<file path="src/inc/crstsq_pkg.sv">
// package of constants and carrier types for the chip reset sequencer
package crstsq_pkg;

    // ------------------------------------------------------------
    // clock and timing
    // ------------------------------------------------------------
    localparam int unsigned CLK_FREQ_HZ = 40_000_000;
    localparam int unsigned CLK_PERIOD_PS = 25_000;
    // stretch after the pin rises, in microseconds
    localparam int unsigned PIN_STRETCH_US = 1600;
    localparam int unsigned PIN_STRETCH_CYC = (PIN_STRETCH_US * 1000) / (CLK_PERIOD_PS / 1000);
    // internal sources hold reset this many oscillator cycles
    localparam int unsigned INT_HOLD_CYC = 30;
    localparam int unsigned CNT_W = 17;

    // ------------------------------------------------------------
    // reset-source flag layout
    // ------------------------------------------------------------
    localparam int unsigned FLAG_W = 3;
    localparam logic [FLAG_W-1:0] FLAG_PIN = 3'h1;
    localparam logic [FLAG_W-1:0] FLAG_WDOG = 3'h2;
    localparam logic [FLAG_W-1:0] FLAG_SYSREQ = 3'h4;
    localparam logic [FLAG_W-1:0] FLAG_RESET = 3'h1;

    // ------------------------------------------------------------
    // types
    // ------------------------------------------------------------
    typedef enum logic [1:0] {
        ST_PIN_HOLD,
        ST_STRETCH,
        ST_INT_HOLD,
        ST_RUN
    } crstsq_state_type;

    // reset request inputs, all active high
    typedef struct packed {
        logic pin_low;
        logic watchdog_timer;
        logic core_sys_reset_request;
    } crstsq_src_type;

    // outputs towards the chip
    typedef struct packed {
        logic chip_reset;
        logic clk_sel_ihosc;
        logic [FLAG_W-1:0] reset_source_flags;
    } crstsq_out_type;

endpackage

</file>
<file path="src/verilog/crstsq_top.sv">
// chip reset sequencer: merges reset sources, stretches and records cause
`timescale 1ns/1ps
//
// Behaviour
// - internal reset is asserted for pin low, watchdog timer or core system-reset request.
// - the cause of the latest reset is kept in reset_source_flags for software.
// - after the pin goes high internal reset stays asserted for about 1.6 ms.
// - watchdog or system-request resets release about 30 oscillator cycles after start.
// - any reset returns all core and peripheral control registers to initial values.
// - after release the chip runs from the internal high-speed oscillator.
// - internal RAM contents are not guaranteed across any reset.
// - the core fault-halt indication causes no reset and no other action.
// - restoring power after a loss repeats the same cold sequence.
module crstsq_top #(
    parameter int unsigned STRETCH_CYC = crstsq_pkg::PIN_STRETCH_CYC
) (
    // clock and power-on reset
    input wire logic core_clk,
    input wire logic nrst,
    // reset sources
    input wire logic reset_pin_n,
    input wire logic watchdog_timer,
    input wire logic core_sys_reset_request,
    input wire logic core_fault_halt,
    // chip-side outputs
    output crstsq_pkg::crstsq_out_type chip_ctl,
    output logic chip_reset_n
);
    import crstsq_pkg::*;

    // ------------------------------------------------------------
    // state
    // ------------------------------------------------------------
    typedef struct packed {
        crstsq_state_type st;
        logic [CNT_W-1:0] cnt;
        logic [FLAG_W-1:0] flags;
        logic rst;
        logic [CNT_W-1:0] hold_seen;
    } crstsq_reg_type;

    crstsq_reg_type r_q;
    crstsq_reg_type r_d;
    logic pin_n_s;
    crstsq_src_type src;
    logic unused_halt;

    // ------------------------------------------------------------
    // pin synchroniser
    // ------------------------------------------------------------
    crstsq_pin_sync u_sync (
        .core_clk(core_clk),
        .nrst(nrst),
        .pin_n(reset_pin_n),
        .pin_n_sync(pin_n_s)
    );

    // fault halt is deliberately ignored; only NMI or a reset recovers the core
    assign unused_halt = core_fault_halt;

    function automatic logic [CNT_W-1:0] cnt_of(input int unsigned v);
        return v[CNT_W-1:0];
    endfunction

    // ------------------------------------------------------------
    // sequencer
    // ------------------------------------------------------------
    always_comb begin
        r_d = r_q;
        src.pin_low = !pin_n_s;
        src.watchdog_timer = watchdog_timer;
        src.core_sys_reset_request = core_sys_reset_request;
        case (r_q.st)
            ST_PIN_HOLD: begin
                r_d.rst = 1'b1;
                if (!src.pin_low) begin
                    r_d.st = ST_STRETCH;
                    r_d.cnt = cnt_of(STRETCH_CYC - 1);
                end
            end
            ST_STRETCH: begin
                r_d.rst = 1'b1;
                if (src.pin_low) begin
                    r_d.st = ST_PIN_HOLD;
                end else if (r_q.cnt == '0) begin
                    r_d.st = ST_RUN;
                    r_d.rst = 1'b0;
                end else begin
                    r_d.cnt = r_q.cnt - 1'b1;
                end
            end
            ST_INT_HOLD: begin
                r_d.rst = 1'b1;
                if (src.pin_low) begin
                    r_d.st = ST_PIN_HOLD;
                    r_d.flags = FLAG_PIN;
                end else if (r_q.cnt == '0) begin
                    r_d.st = ST_RUN;
                    r_d.rst = 1'b0;
                end else begin
                    r_d.cnt = r_q.cnt - 1'b1;
                end
            end
            ST_RUN: begin
                r_d.rst = 1'b0;
                // pin wins over internal sources when they coincide
                if (src.pin_low) begin
                    r_d.st = ST_PIN_HOLD;
                    r_d.rst = 1'b1;
                    r_d.flags = FLAG_PIN;
                end else if (src.watchdog_timer || src.core_sys_reset_request) begin
                    r_d.st = ST_INT_HOLD;
                    r_d.rst = 1'b1;
                    r_d.cnt = cnt_of(INT_HOLD_CYC - 1);
                    r_d.flags = src.watchdog_timer ? FLAG_WDOG : FLAG_SYSREQ;
                end
            end
            default: begin
                r_d.st = ST_PIN_HOLD;
                r_d.rst = 1'b1;
            end
        endcase
        // cycles spent in internal hold, counted apart from cnt so the checks stay independent
        if (r_d.st == ST_INT_HOLD) begin
            r_d.hold_seen = r_q.hold_seen + 1'b1;
        end else begin
            r_d.hold_seen = '0;
        end
    end

    // power-on starts in pin hold, giving the cold sequence each time
    always_ff @(posedge core_clk or negedge nrst) begin
        if (!nrst) begin
            r_q.st <= ST_PIN_HOLD;
            r_q.cnt <= '0;
            r_q.flags <= FLAG_RESET;
            r_q.rst <= 1'b1;
            r_q.hold_seen <= '0;
        end else begin
            r_q <= r_d;
        end
    end

    // ------------------------------------------------------------
    // outputs
    // ------------------------------------------------------------
    // one registered release edge for the whole chip; RAM is not cleared here
    assign chip_reset_n = !r_q.rst;
    // clock select is tied: reset always hands over on the internal oscillator
    assign chip_ctl = '{chip_reset: r_q.rst, clk_sel_ihosc: 1'b1, reset_source_flags: r_q.flags};

    // ------------------------------------------------------------
    // checks
    // ------------------------------------------------------------
    chk_pin_asserts: assert property (@(posedge core_clk) disable iff (!nrst)
        (r_q.st == ST_RUN && !pin_n_s) |=> chip_reset_n == 1'b0)
        else $error("pin low did not assert reset");
    chk_int_asserts: assert property (@(posedge core_clk) disable iff (!nrst)
        (r_q.st == ST_RUN && pin_n_s && (watchdog_timer || core_sys_reset_request))
        |=> !chip_reset_n)
        else $error("internal request did not assert reset");
    chk_flag_wdog: assert property (@(posedge core_clk) disable iff (!nrst)
        (r_q.st == ST_RUN && pin_n_s && watchdog_timer)
        |=> chip_ctl.reset_source_flags == FLAG_WDOG)
        else $error("watchdog cause not recorded");
    chk_flag_pin: assert property (@(posedge core_clk) disable iff (!nrst)
        (r_q.st == ST_RUN && !pin_n_s) |=> chip_ctl.reset_source_flags == FLAG_PIN)
        else $error("pin cause not recorded");
    chk_int_hold_len: assert property (@(posedge core_clk) disable iff (!nrst)
        (r_q.st == ST_INT_HOLD && r_q.hold_seen < cnt_of(INT_HOLD_CYC)) |=> !chip_reset_n)
        else $error("internal reset released before 30 cycles");
    chk_int_hold_end: assert property (@(posedge core_clk) disable iff (!nrst)
        (r_q.st == ST_INT_HOLD && r_q.hold_seen == cnt_of(INT_HOLD_CYC) && pin_n_s)
        |=> chip_reset_n)
        else $error("internal reset not released after 30 cycles");
    chk_stretch_min: assert property (@(posedge core_clk) disable iff (!nrst)
        (r_q.st == ST_PIN_HOLD && pin_n_s) |=> !chip_reset_n [*8])
        else $error("reset released too early after pin");
    chk_stretch_end: assert property (@(posedge core_clk) disable iff (!nrst)
        (r_q.st == ST_STRETCH && r_q.cnt == '0 && pin_n_s) |=> chip_reset_n)
        else $error("stretch did not end with release");
    chk_halt_ignored: assert property (@(posedge core_clk) disable iff (!nrst)
        (r_q.st == ST_RUN && pin_n_s && !watchdog_timer && !core_sys_reset_request)
        |=> chip_reset_n)
        else $error("reset without a source");
    chk_ihosc_sel: assert property (@(posedge core_clk) disable iff (!nrst)
        $rose(chip_reset_n) |-> chip_ctl.clk_sel_ihosc)
        else $error("not running from internal oscillator");

endmodule

</file>
<file path="src/verilog/crstsq_pin_sync.sv">
// two-flop synchroniser for the external reset pin
`timescale 1ns/1ps
module crstsq_pin_sync (
    // clock and reset
    input wire logic core_clk,
    input wire logic nrst,
    // pin and synchronised level
    input wire logic pin_n,
    output logic pin_n_sync
);
    import crstsq_pkg::*;

    typedef struct packed {
        logic meta;
        logic sync;
    } crstsq_sync_type;

    crstsq_sync_type sync_q;
    crstsq_sync_type sync_d;

    always_comb begin
        sync_d = sync_q;
        sync_d.meta = pin_n;
        sync_d.sync = sync_q.meta;
    end

    // resets to low so the pin reads as asserted until seen high twice
    always_ff @(posedge core_clk or negedge nrst) begin
        if (!nrst) begin
            sync_q <= '0;
        end else begin
            sync_q <= sync_d;
        end
    end

    assign pin_n_sync = sync_q.sync;

endmodule

</file>
<file path="config.mk">
export PLATFORM = sky130hd
export DESIGN_NAME = crstsq_top
export DESIGN_NICKNAME = d
export VERILOG_FILES = /design/src/inc/crstsq_pkg.sv /design/src/verilog/crstsq_top.sv /design/src/verilog/crstsq_pin_sync.sv
export SDC_FILE = /design/constraint.sdc
export NUM_CORES = 1
export LEC_CHECK = 0
export BUFFER_PORTS_ARGS = -buffer_cell sky130_fd_sc_hd__buf_2
export CAP_MARGIN = 20
export CELL_PAD_IN_SITES_DETAIL_PLACEMENT = 1
export CELL_PAD_IN_SITES_GLOBAL_PLACEMENT = 2
export CORE_MARGIN = 4
export CORE_UTILIZATION = 34
export CTS_CLUSTER_DIAMETER = 60
export DETAILED_ROUTE_END_ITERATION = 6
export PLACE_DENSITY = 0.87
export SLEW_MARGIN = 20
export SYNTH_ARGS = -nofsm -noshare
export SYNTH_HDL_FRONTEND = slang
export SYNTH_SLANG_ARGS = --single-unit
</file>
<file path="constraint.sdc">
create_clock -name core_clk -period 2.4 [get_ports core_clk]
set_input_delay 0.48 -clock core_clk [delete_from_list [all_inputs] [get_ports core_clk]]
set_output_delay 0.48 -clock core_clk [all_outputs]
set_load 0.02 [all_outputs]
</file>
* Word level (Yosys, flattened, before mapping)
Cells that the tools add are included.
Word-level totals: flip-flop bits (word level) 25, input bits 6, output and inout bits 6, word-level logic and storage cells 43
Operators by class: $add $sub $neg 1, equality and inequality tests 11, muxes and demuxes 16, reductions and logical operators 9
Operator list (number):
- one-hot mux 19 bit (3 select lines) | 1
- two-way mux 17 bit | 3
- two-way mux 23 bit | 1
- two-way mux 19 bit | 1
- zero test 17 bit | 1
- subtractor 17 x 1 -> 17 bit, second input constant | 1
- two-way mux 2 bit | 3
- two-way mux 3 bit | 2
- != test 2 x 1 -> 1 bit, second input constant | 3
- != test 2 bit, second input constant | 3
- != test 3 bit, second input constant | 2
- one-hot mux 3 bit (2 select lines) | 1
- AND reduction 3 bit | 2
- AND reduction 5 bit | 1
- equality test 2 bit, second input constant | 2
- two-way mux 4 bit | 1
- one-hot mux 1 bit (3 select lines) | 1
- equality test 2 x 1 -> 1 bit, second input constant | 1
- zero test 2 bit | 1
- two-way mux 1 bit | 2
- nonzero test 2 bit | 1
- OR reduction 2 bit | 1
- zero test 1 bit | 1
- logical OR 1 bit | 1

* Logic depth before layout (Yosys ltp)
Gate-level depths: netlist (run 1).
depth in word-level cells 4, gate-level depth with buffers 9, gate-level depth less buffers 7

* Modules after synthesis
A second synthesis (run 1) with hierarchy kept.
Unflattened totals: cells, all modules 174, area total of the unflattened synthesis 1532.7 um^2
Modules (own cells, without submodules):
- crstsq_top | times used 1, cells an instance 172, area each 1482.7 um^2, sequential area each 578.1 um^2
- crstsq_pin_sync | times used 1, cells an instance 2, area each 50.0 um^2, sequential area each 50.0 um^2

* Worst setup path before layout (run 1)
Ideal clock, no wire load.
path type reg-to-reg, start point register r_q[21] in the netlist's numbering, end point register r_q[28] in the netlist's numbering, setup time 0.126 ns, arrival 2.145 ns, data required time 2.274 ns, path slack 0.129 ns, cell stages (with the launch flop) 8, buffers on the path 0, clock period less this slack 2.271 ns, cells stage by stage dfrtp_1 inv_1 ha_1 or4b_4 nor3_4 a211oi_1 mux2_1 a221o_1
Between the ends: cells in the longest elaborated chain, start to end 4, elaborated cells on any way between the ends 7, those cells by class 1 x add/sub; 1 x eq/ne; 3 x mux; 2 x reduce/logical
RTL lines:
- start, declared | RTL line crstsq_top.sv:42 | crstsq_reg_type r_q;
- start signal, assigned | RTL line crstsq_top.sv:140 | r_q <= r_d;
- subtractor 17 x 1 -> 17 bit | RTL line crstsq_top.sv:89, crstsq_top.sv:101
- two-way mux 17 bit | RTL line crstsq_top.sv:85, crstsq_top.sv:97
- two-way mux 17 bit | RTL line crstsq_top.sv:94 | if (src.pin_low) begin
- one-hot mux 19 bit (3 select lines) | RTL line crstsq_top.sv:73 | case (r_q.st)
Several ways; a longest one is shown, not always the timed one. The select of a mux whose other input is x is not followed. A chain may end at the register's enable or synchronous reset.

* Worst setup path after layout (run 1)
start point register r_q[22] in the netlist's numbering, end point register r_q[30] in the netlist's numbering
The elaborated chain is that of the path after synthesis.

==> impl_metrics.json, run 1 <==
{
  "result_of_the_run": "finished clean",
  "setup_viol_count_final": 0,
  "yosysWarningCount": 0,
  "switching_power_mw": 1.102,
  "avgSynthCellArea_um2": 9.320,
  "number_of_vias_in_the_routed_layout": 1452,
  "finalHoldViolations": 0,
  "route.detailed.drc": 0,
  "core_mm2": 0.004817,
  "fp.dieArea_mm2": 0.006274,
  "synthesis.nets": 196,
  "post_cts_buffers": 0,
  "ys_async_sr_fraction_pct": 100.0,
  "number_of_enable_type_register_cells_in_the_synthesized_netlist": 0,
  "cp.arrival_ns": 2.46,
  "max-cap-violations": 0,
  "ioPinCount": 12,
  "layout_worst_path_cycle_share_pct": 95.22,
  "clock_tree_from_tritoncts": "built",
  "worst-path-max-fanout": 5,
  "gp_congestion": 0.7548,
  "first_pass_grt_wire_length_mm": 7.162,
  "floorplan.initialDensity_pct": 35.79,
  "final-max-slew-violation-count": 0,
  "synthesis.instances": 185,
  "finalWorstPathRequiredPeriod_ns": 2.285,
  "fin_worst_hold_slack_ns": 0.2098,
  "fp.dieW_um": 79.21,
  "clock_sinks": 25,
  "layout.nets": 208,
  "placementRows": 25,
  "rsz0062_at_grt": "false",
  "grt_pass1_vias": 1449,
  "die_h_um": 79.21,
  "grt-ovfl-total": 0,
  "numCtsBuffers": 3,
  "p_comb_share_pct": 56.4,
  "peakVddDrop_mv": 0.3174,
  "sequential_element_share_of_the_synthesized_area_pct": 36.43,
  "cts_htree_levels": 1,
  "synthFlopType": "dfrtp_1",
  "yosys_register_bits": 25,
  "dr.first_iter.drc_count": 73,
  "cts_max_path_buffers": 2,
  "post_synth_instance_area_mm2": 0.001724,
  "grt.total_usage_pct": 14.28,
  "post_synth_num_cell_types": 57,
  "fraction_of_final_layout_cells_with_drive_strength_greater_than_1_pct": 22.45,
  "holdBufCountCts": 0,
  "startpoint_type_of_the_worst_setup_path": "flop",
  "drt-vias-per-instance": 5.521,
  "tightest_slew_ns": 0.6178,
  "max_freq_mhz": 437.6,
  "grt_max_degree": 30,
  "clk_transition_reported_paths_ns": 0.10,
  "fraction_of_power_spent_switching_nets_pct": 45.38,
  "relSlewSlack_pct": 58.81,
  "sequentialPowerShare_pct": 32.6,
  "share_clk_of_total_power_pct": 11.0,
  "ant_nets": 0,
  "internal_portion_of_total_power_mw": 1.326,
  "setup.worst_path.end_class": "flop",
  "worstPathRequired_ns": 2.57,
  "io_buffer_count": 9,
  "power_per_cell_area_mw_per_mm2": 1290,
  "worst_case_clock_skew_ns": 0.005757,
  "kind_of_path_behind_the_tightest_hold_check": "in -> async",
  "area_overhead_of_the_layout_relative_to_synthesis_pct": 9.143,
  "worstSkewPairLatency_ns": 0.28,
  "drtPass1Iterations": 4,
  "leakage_nw": 0.7779,
  "fin_setup_tns_ns": 0,
  "root_buffer": "clkbuf_8",
  "routed_wl_mm": 4.230,
  "post-dp-hpwl_mm": 2.989,
  "antenna_cells_inserted": 0,
  "grt_antenna_before_repair": 0,
  "timing.setup.critical_path_class": "reg -> reg",
  "detail_route.wl_per_cell_um": 16.08
}
layout by cell type, fill, tap and decap left out, types with 5 or more instances in the layout:
master	Yosys	routed
a221o_1	5	5
nor3_1	7	7
inv_1	10	10
o21ai_0	6	6
buf_2	0	9
buf_4	6	11
nand3_1	5	5
nor2_1	14	14
nor4_1	6	6
ha_1	5	5
nand2_1	19	19
dfrtp_1	23	23
a21oi_1	10	10
a31oi_1	5	5
state kept, by name, indices dropped and copies added, names as in the netlist:
name and cells:
r_q 19, u_sync.pin_n_sync 1, u_sync.sync_d 1, chip_ctl 4
kinds of logic (layout without fill, tap and decap cells):
kind of cell	count (synthesis)	in the layout	synth area share [%]
mux	4	4	2.540
other cells	1	1	0.2175
compound gates	56	56	23.95
buf+inv	24	35	9.724
fa+ha+maj	5	5	3.628
flops	25	25	36.43
simple gates	70	70	23.51
per-layer routing:
layer	up-vias	GRT usage [%]	wire length [um]	share of wire (%)
met5	-	0	0	0
met4	0	4.296	51	1.2
met3	6	1.474	101	2.4
met2	23	23.48	2026	48
met1	719	19.69	2051	48
li1	704	-	-	-
what timing repair did:
item                                    4_1_cts  5_1_grt
endpoints found under the hold margin         0        0
gates resized for setup                       0        2
endpoints found under the setup margin        0        2
power groups by stage:
| stage | Sequential (mW) | Combinational (mW) | Clock, mW |
|---|---|---|---|
| floorplan | 0.755 | 1.14 | 0 |
| global placement | 0.783 | 1.34 | 0 |
| CTS | 0.789 | 1.39 | 0.276 |
| global route | 0.822 | 1.54 | 0.291 |
| finish | 0.792 | 1.37 | 0.267 |
| detailed placement | 0.796 | 1.39 | 0 |
critical path: stages (launching register included):
cell and delay, ns:
dfrtp_1 0.44, or4_1 0.55, or2_2 0.35, a211oi_1 0.30, mux2_2 0.37, a22o_1 0.18
final timing paths:
kind,from,to,slack (ns),cells after the start
max,r_q[22]$_DFFE_PN0P_,r_q[30]$_DFFE_PN0P_,0.11,5
min,nrst,r_q[33]$_DFFE_PN0P_,0.21,1
max reg2reg,r_q[22]$_DFFE_PN0P_,r_q[30]$_DFFE_PN0P_,0.11,5
min reg2reg,u_sync.sync_d[0]$_DFF_PN0_,u_sync.pin_n_sync$_DFF_PN0_,0.36,0
max in group asynchronous,nrst,r_q[25]$_DFFE_PN0P_,1.79,1
min in group core_clk,reset_pin_n,u_sync.sync_d[0]$_DFF_PN0_,0.31,1
synthesized netlist by cell type, types with 2 or more instances:
library cell	count	area [um^2]
dfrtp_1	23	575.6
nand2_1	19	71.32
nor2_1	14	52.55
a21oi_1	10	50.05
inv_1	10	37.54
nor3_1	7	35.03
buf_4	6	45.04
nor4_1	6	37.54
o21ai_0	6	30.03
a221o_1	5	50.05
a31oi_1	5	31.28
ha_1	5	62.56
nand3_1	5	25.02
clkbuf_8	4	55.05
a21boi_0	3	22.52
a21o_1	3	22.52
o211ai_1	3	22.52
or4_4	3	33.78
a211oi_1	2	15.01
buf_6	2	22.52
clkbuf_1	2	7.510
dfstp_2	2	52.55
mux2_2	2	22.52
nor2b_1	2	12.51
o22a_1	2	17.52
o31ai_1	2	15.01
or2_2	2	12.51
through the flow:
step	setup WS [ns]	std cells	area, um^2	utilization, %	power (mW)
2_1_floorplan	0.1290	185	1724	-	1.891
3_3_place_gp	0.04851	259	1826	37.90	2.121
3_5_place_dp	0.02923	259	1826	37.90	2.189
4_1_cts	0.02542	263	1871	38.83	2.456
5_1_grt	0.003341	263	1882	39.06	2.657
6_report	0.1148	263	1882	39.06	2.428
layout make-up:
class / count / area (um^2)
Clock buffer: 4 / 45.04
Fill cell: 595 / 2935
Inverter: 10 / 37.54
Multi-Input combinational cell: 136 / 939.7
Sequential cell: 25 / 628.1
Tap cell: 67 / 83.83
Timing Repair Buffer: 21 / 147.6
No activity file was read; power rests on OpenSTA's default activity.
==> run 2, diff against run 1 <==
--- a/config.mk
+++ b/config.mk
@@ -12,6 +12,6 @@
 export CORE_MARGIN = 4
-export CORE_UTILIZATION = 34
+export CORE_UTILIZATION = 38
 export CTS_CLUSTER_DIAMETER = 60
 export DETAILED_ROUTE_END_ITERATION = 6
-export PLACE_DENSITY = 0.87
+export PLACE_DENSITY = 0.91
 export SLEW_MARGIN = 20
==> constraint.sdc (replaced) <==
create_clock -name core_clk -period 2.55 [get_ports core_clk]
set_input_delay 0.3825 -clock core_clk [delete_from_list [all_inputs] [get_ports core_clk]]
set_output_delay 0.3825 -clock core_clk [all_outputs]
set_load 0.02 [all_outputs]
==> run 2 against run 1 <==
  * Routed wire length is 2.2% higher
  * Sequential cell count is the same
  * Global-route usage up 2.2 points
  * Utilization rose by 1.9 points
  * First-iteration DRC count grew 2.7%
  * Critical endpoint is now r_q[27]$_DFFE_PN0P_
  * Combinational power down 11%
==> impl_metrics.json, run 2 (same netlist as run 1, synthesis figures left out) <==
{
  "layout_common_cells": "23 x dfrtp_1, 19 x nand2_1, 14 x nor2_1",
  "power_mw": 2.232,
  "clock_tree_from_tritoncts": "built",
  "mostFrequentLayoutCell": "dfrtp_1",
  "route.detailed.drc": 0,
  "root_buffer": "clkbuf_8",
  "fraction_of_final_layout_cells_with_drive_strength_greater_than_1_pct": 19.47,
  "detail_route.wl_per_cell_um": 17.86,
  "cts_htree_levels": 1,
  "worst_case_clock_skew_ns": 0.005811,
  "largest_register_ff_count": 19,
  "fin_setup_tns_ns": 0,
  "area_overhead_of_the_layout_relative_to_synthesis_pct": 4.064,
  "finalHoldViolations": 0,
  "worstPathRequired_ns": 2.71,
  "grt.total_usage_pct": 16.51,
  "grt_pass1_vias": 1512,
  "power_per_cell_area_mw_per_mm2": 1244,
  "relSlewSlack_pct": 53.09,
  "kind_of_path_behind_the_tightest_hold_check": "in -> async",
  "startpoint_type_of_the_worst_setup_path": "flop",
  "finalWorstPathRequiredPeriod_ns": 2.430,
  "result_of_the_run": "finished clean",
  "holdBufCountCts": 0,
  "dr.first_iter.drc_count": 75,
  "peakVddDrop_mv": 0.5189,
  "worstRegToRegCells": 6,
  "max_freq_mhz": 411.6,
  "final-max-slew-violation-count": 0,
  "grt_max_degree": 30,
  "tightest_slew_ns": 0.6973,
  "grt-ovfl-total": 0,
  "critical_r2r_capture": "r_q[27]$_DFFE_PN0P_",
  "clk_transition_reported_paths_ns": 0.09,
  "layout_worst_path_cycle_share_pct": 95.28,
  "setup_viol_count_final": 0,
  "top_register": "r_q",
  "grt_antenna_before_repair": 0,
  "worstSkewPairLatency_ns": 0.27,
  "drt-vias-per-instance": 6.074,
  "layout.nets": 202,
  "floorplan.initialDensity_pct": 39.33,
  "fp.dieW_um": 75.36,
  "fp.dieArea_mm2": 0.005679,
  "rsz0062_at_grt": "false",
  "ioPinCount": 12,
  "clock_sinks": 25,
  "critical_path.cell_chain": "inv_1 -> ha_1 -> or4b_4 -> a311oi_1 -> mux2_2 -> a221o_2",
  "leakage_nw": 0.7379,
  "worst_path_max_delay_cell": "or4b_4",
  "die_h_um": 75.36,
  "routed_wl_mm": 4.321,
  "post_cts_buffers": 0,
  "cts_repair_resize_count": 0,
  "drtPass1Iterations": 4,
  "antenna_cells_inserted": 0,
  "critPathLaunch": "r_q[21]$_DFFE_PN0P_",
  "first_pass_grt_wire_length_mm": 7.300,
  "numCtsBuffers": 3,
  "worst-path-max-fanout": 5,
  "placementRows": 24,
  "gp_congestion": 0.8154,
  "placed_cells_incl_taps": 238,
  "cp.arrival_ns": 2.59,
  "timing.rr.start": "r_q[21]$_DFFE_PN0P_",
  "max-cap-violations": 0,
  "core_mm2": 0.004384,
  "crit_path_max_incr_delay_ns": 0.55,
  "regToRegSetupSlack_ns": 0.12,
  "timing.setup.critical_path_class": "reg -> reg",
  "setup.worst_path.end_class": "flop",
  "non_filler_cells_in_the_finished_layout": 242,
  "num-fill-cells": 518,
  "cp-endpoint": "r_q[27]$_DFFE_PN0P_",
  "io_buffer_count": 9,
  "number_of_vias_in_the_routed_layout": 1470,
  "post-dp-hpwl_mm": 3.206,
  "cts_max_path_buffers": 2,
  "ant_nets": 0
}
## run 2: stage by stage
stage	worst slack, ns	cell area (um^2)	util [%]	hold WS (ns)
finish	0.1204	1794	40.92	0.1092
global route	0.04244	1794	40.92	0.1432
detailed placement	0.1199	1749	39.90	0.3387
CTS	0.09509	1794	40.92	0.1266
floorplan	0.2790	1724	-	0.08691
global placement	0.1602	1749	39.90	0.3345
## run 2: cell type report
cell class | instances | area, um^2 | area share (%)
Inverter | 10 | 37.54 | 2.092
Clock buffer | 4 | 45.04 | 2.510
Timing Repair Buffer | 15 | 90.09 | 5.021
Tap cell | 52 | 65.06 | 3.626
Multi-Input combinational cell | 136 | 928.4 | 51.74
Sequential cell | 25 | 628.1 | 35.01
## run 2: per-layer routing
layer	global-route usage, %	wire (um)
met1	21.30	1932
met2	28.95	2214
met3	2.375	128
met4	4.272	46
met5	0	0
## run 2: worst min-delay path by stage
| stage | to | startpoint | cells after the start | slack (ns) |
|---|---|---|---|---|
| floorplan | chip_ctl[1]$_DFFE_PN0P_ | nrst | 0 | 0.09 |
| global placement | u_sync.pin_n_sync$_DFF_PN0_ | u_sync.sync_d[0]$_DFF_PN0_ | 0 | 0.33 |
| detailed placement | u_sync.pin_n_sync$_DFF_PN0_ | u_sync.sync_d[0]$_DFF_PN0_ | 0 | 0.34 |
| CTS | chip_ctl[1]$_DFFE_PN0P_ | nrst | 1 | 0.13 |
| global route | chip_ctl[1]$_DFFE_PN0P_ | nrst | 1 | 0.14 |
| finish | chip_ctl[1]$_DFFE_PN0P_ | nrst | 1 | 0.11 |
## run 2: worst max-delay path, delay by kind of cell (launching register included)
kind | cells | cell delay [ns]
adders and majority gates | 1 | 0.24
muxes | 1 | 0.37
DFF | 1 | 0.43
and+or+nand+nor | 1 | 0.55
AOI/OAI and AO/OA | 2 | 0.66
buffers and inverters | 1 | 0.07
## run 2: where the power goes
| part | internal [mW] | switching, mW | total [mW] |
|---|---|---|---|
| Combinational | 0.512 | 0.703 | 1.22 |
| Sequential | 0.573 | 0.202 | 0.775 |
| Clock | 0.112 | 0.130 | 0.242 |
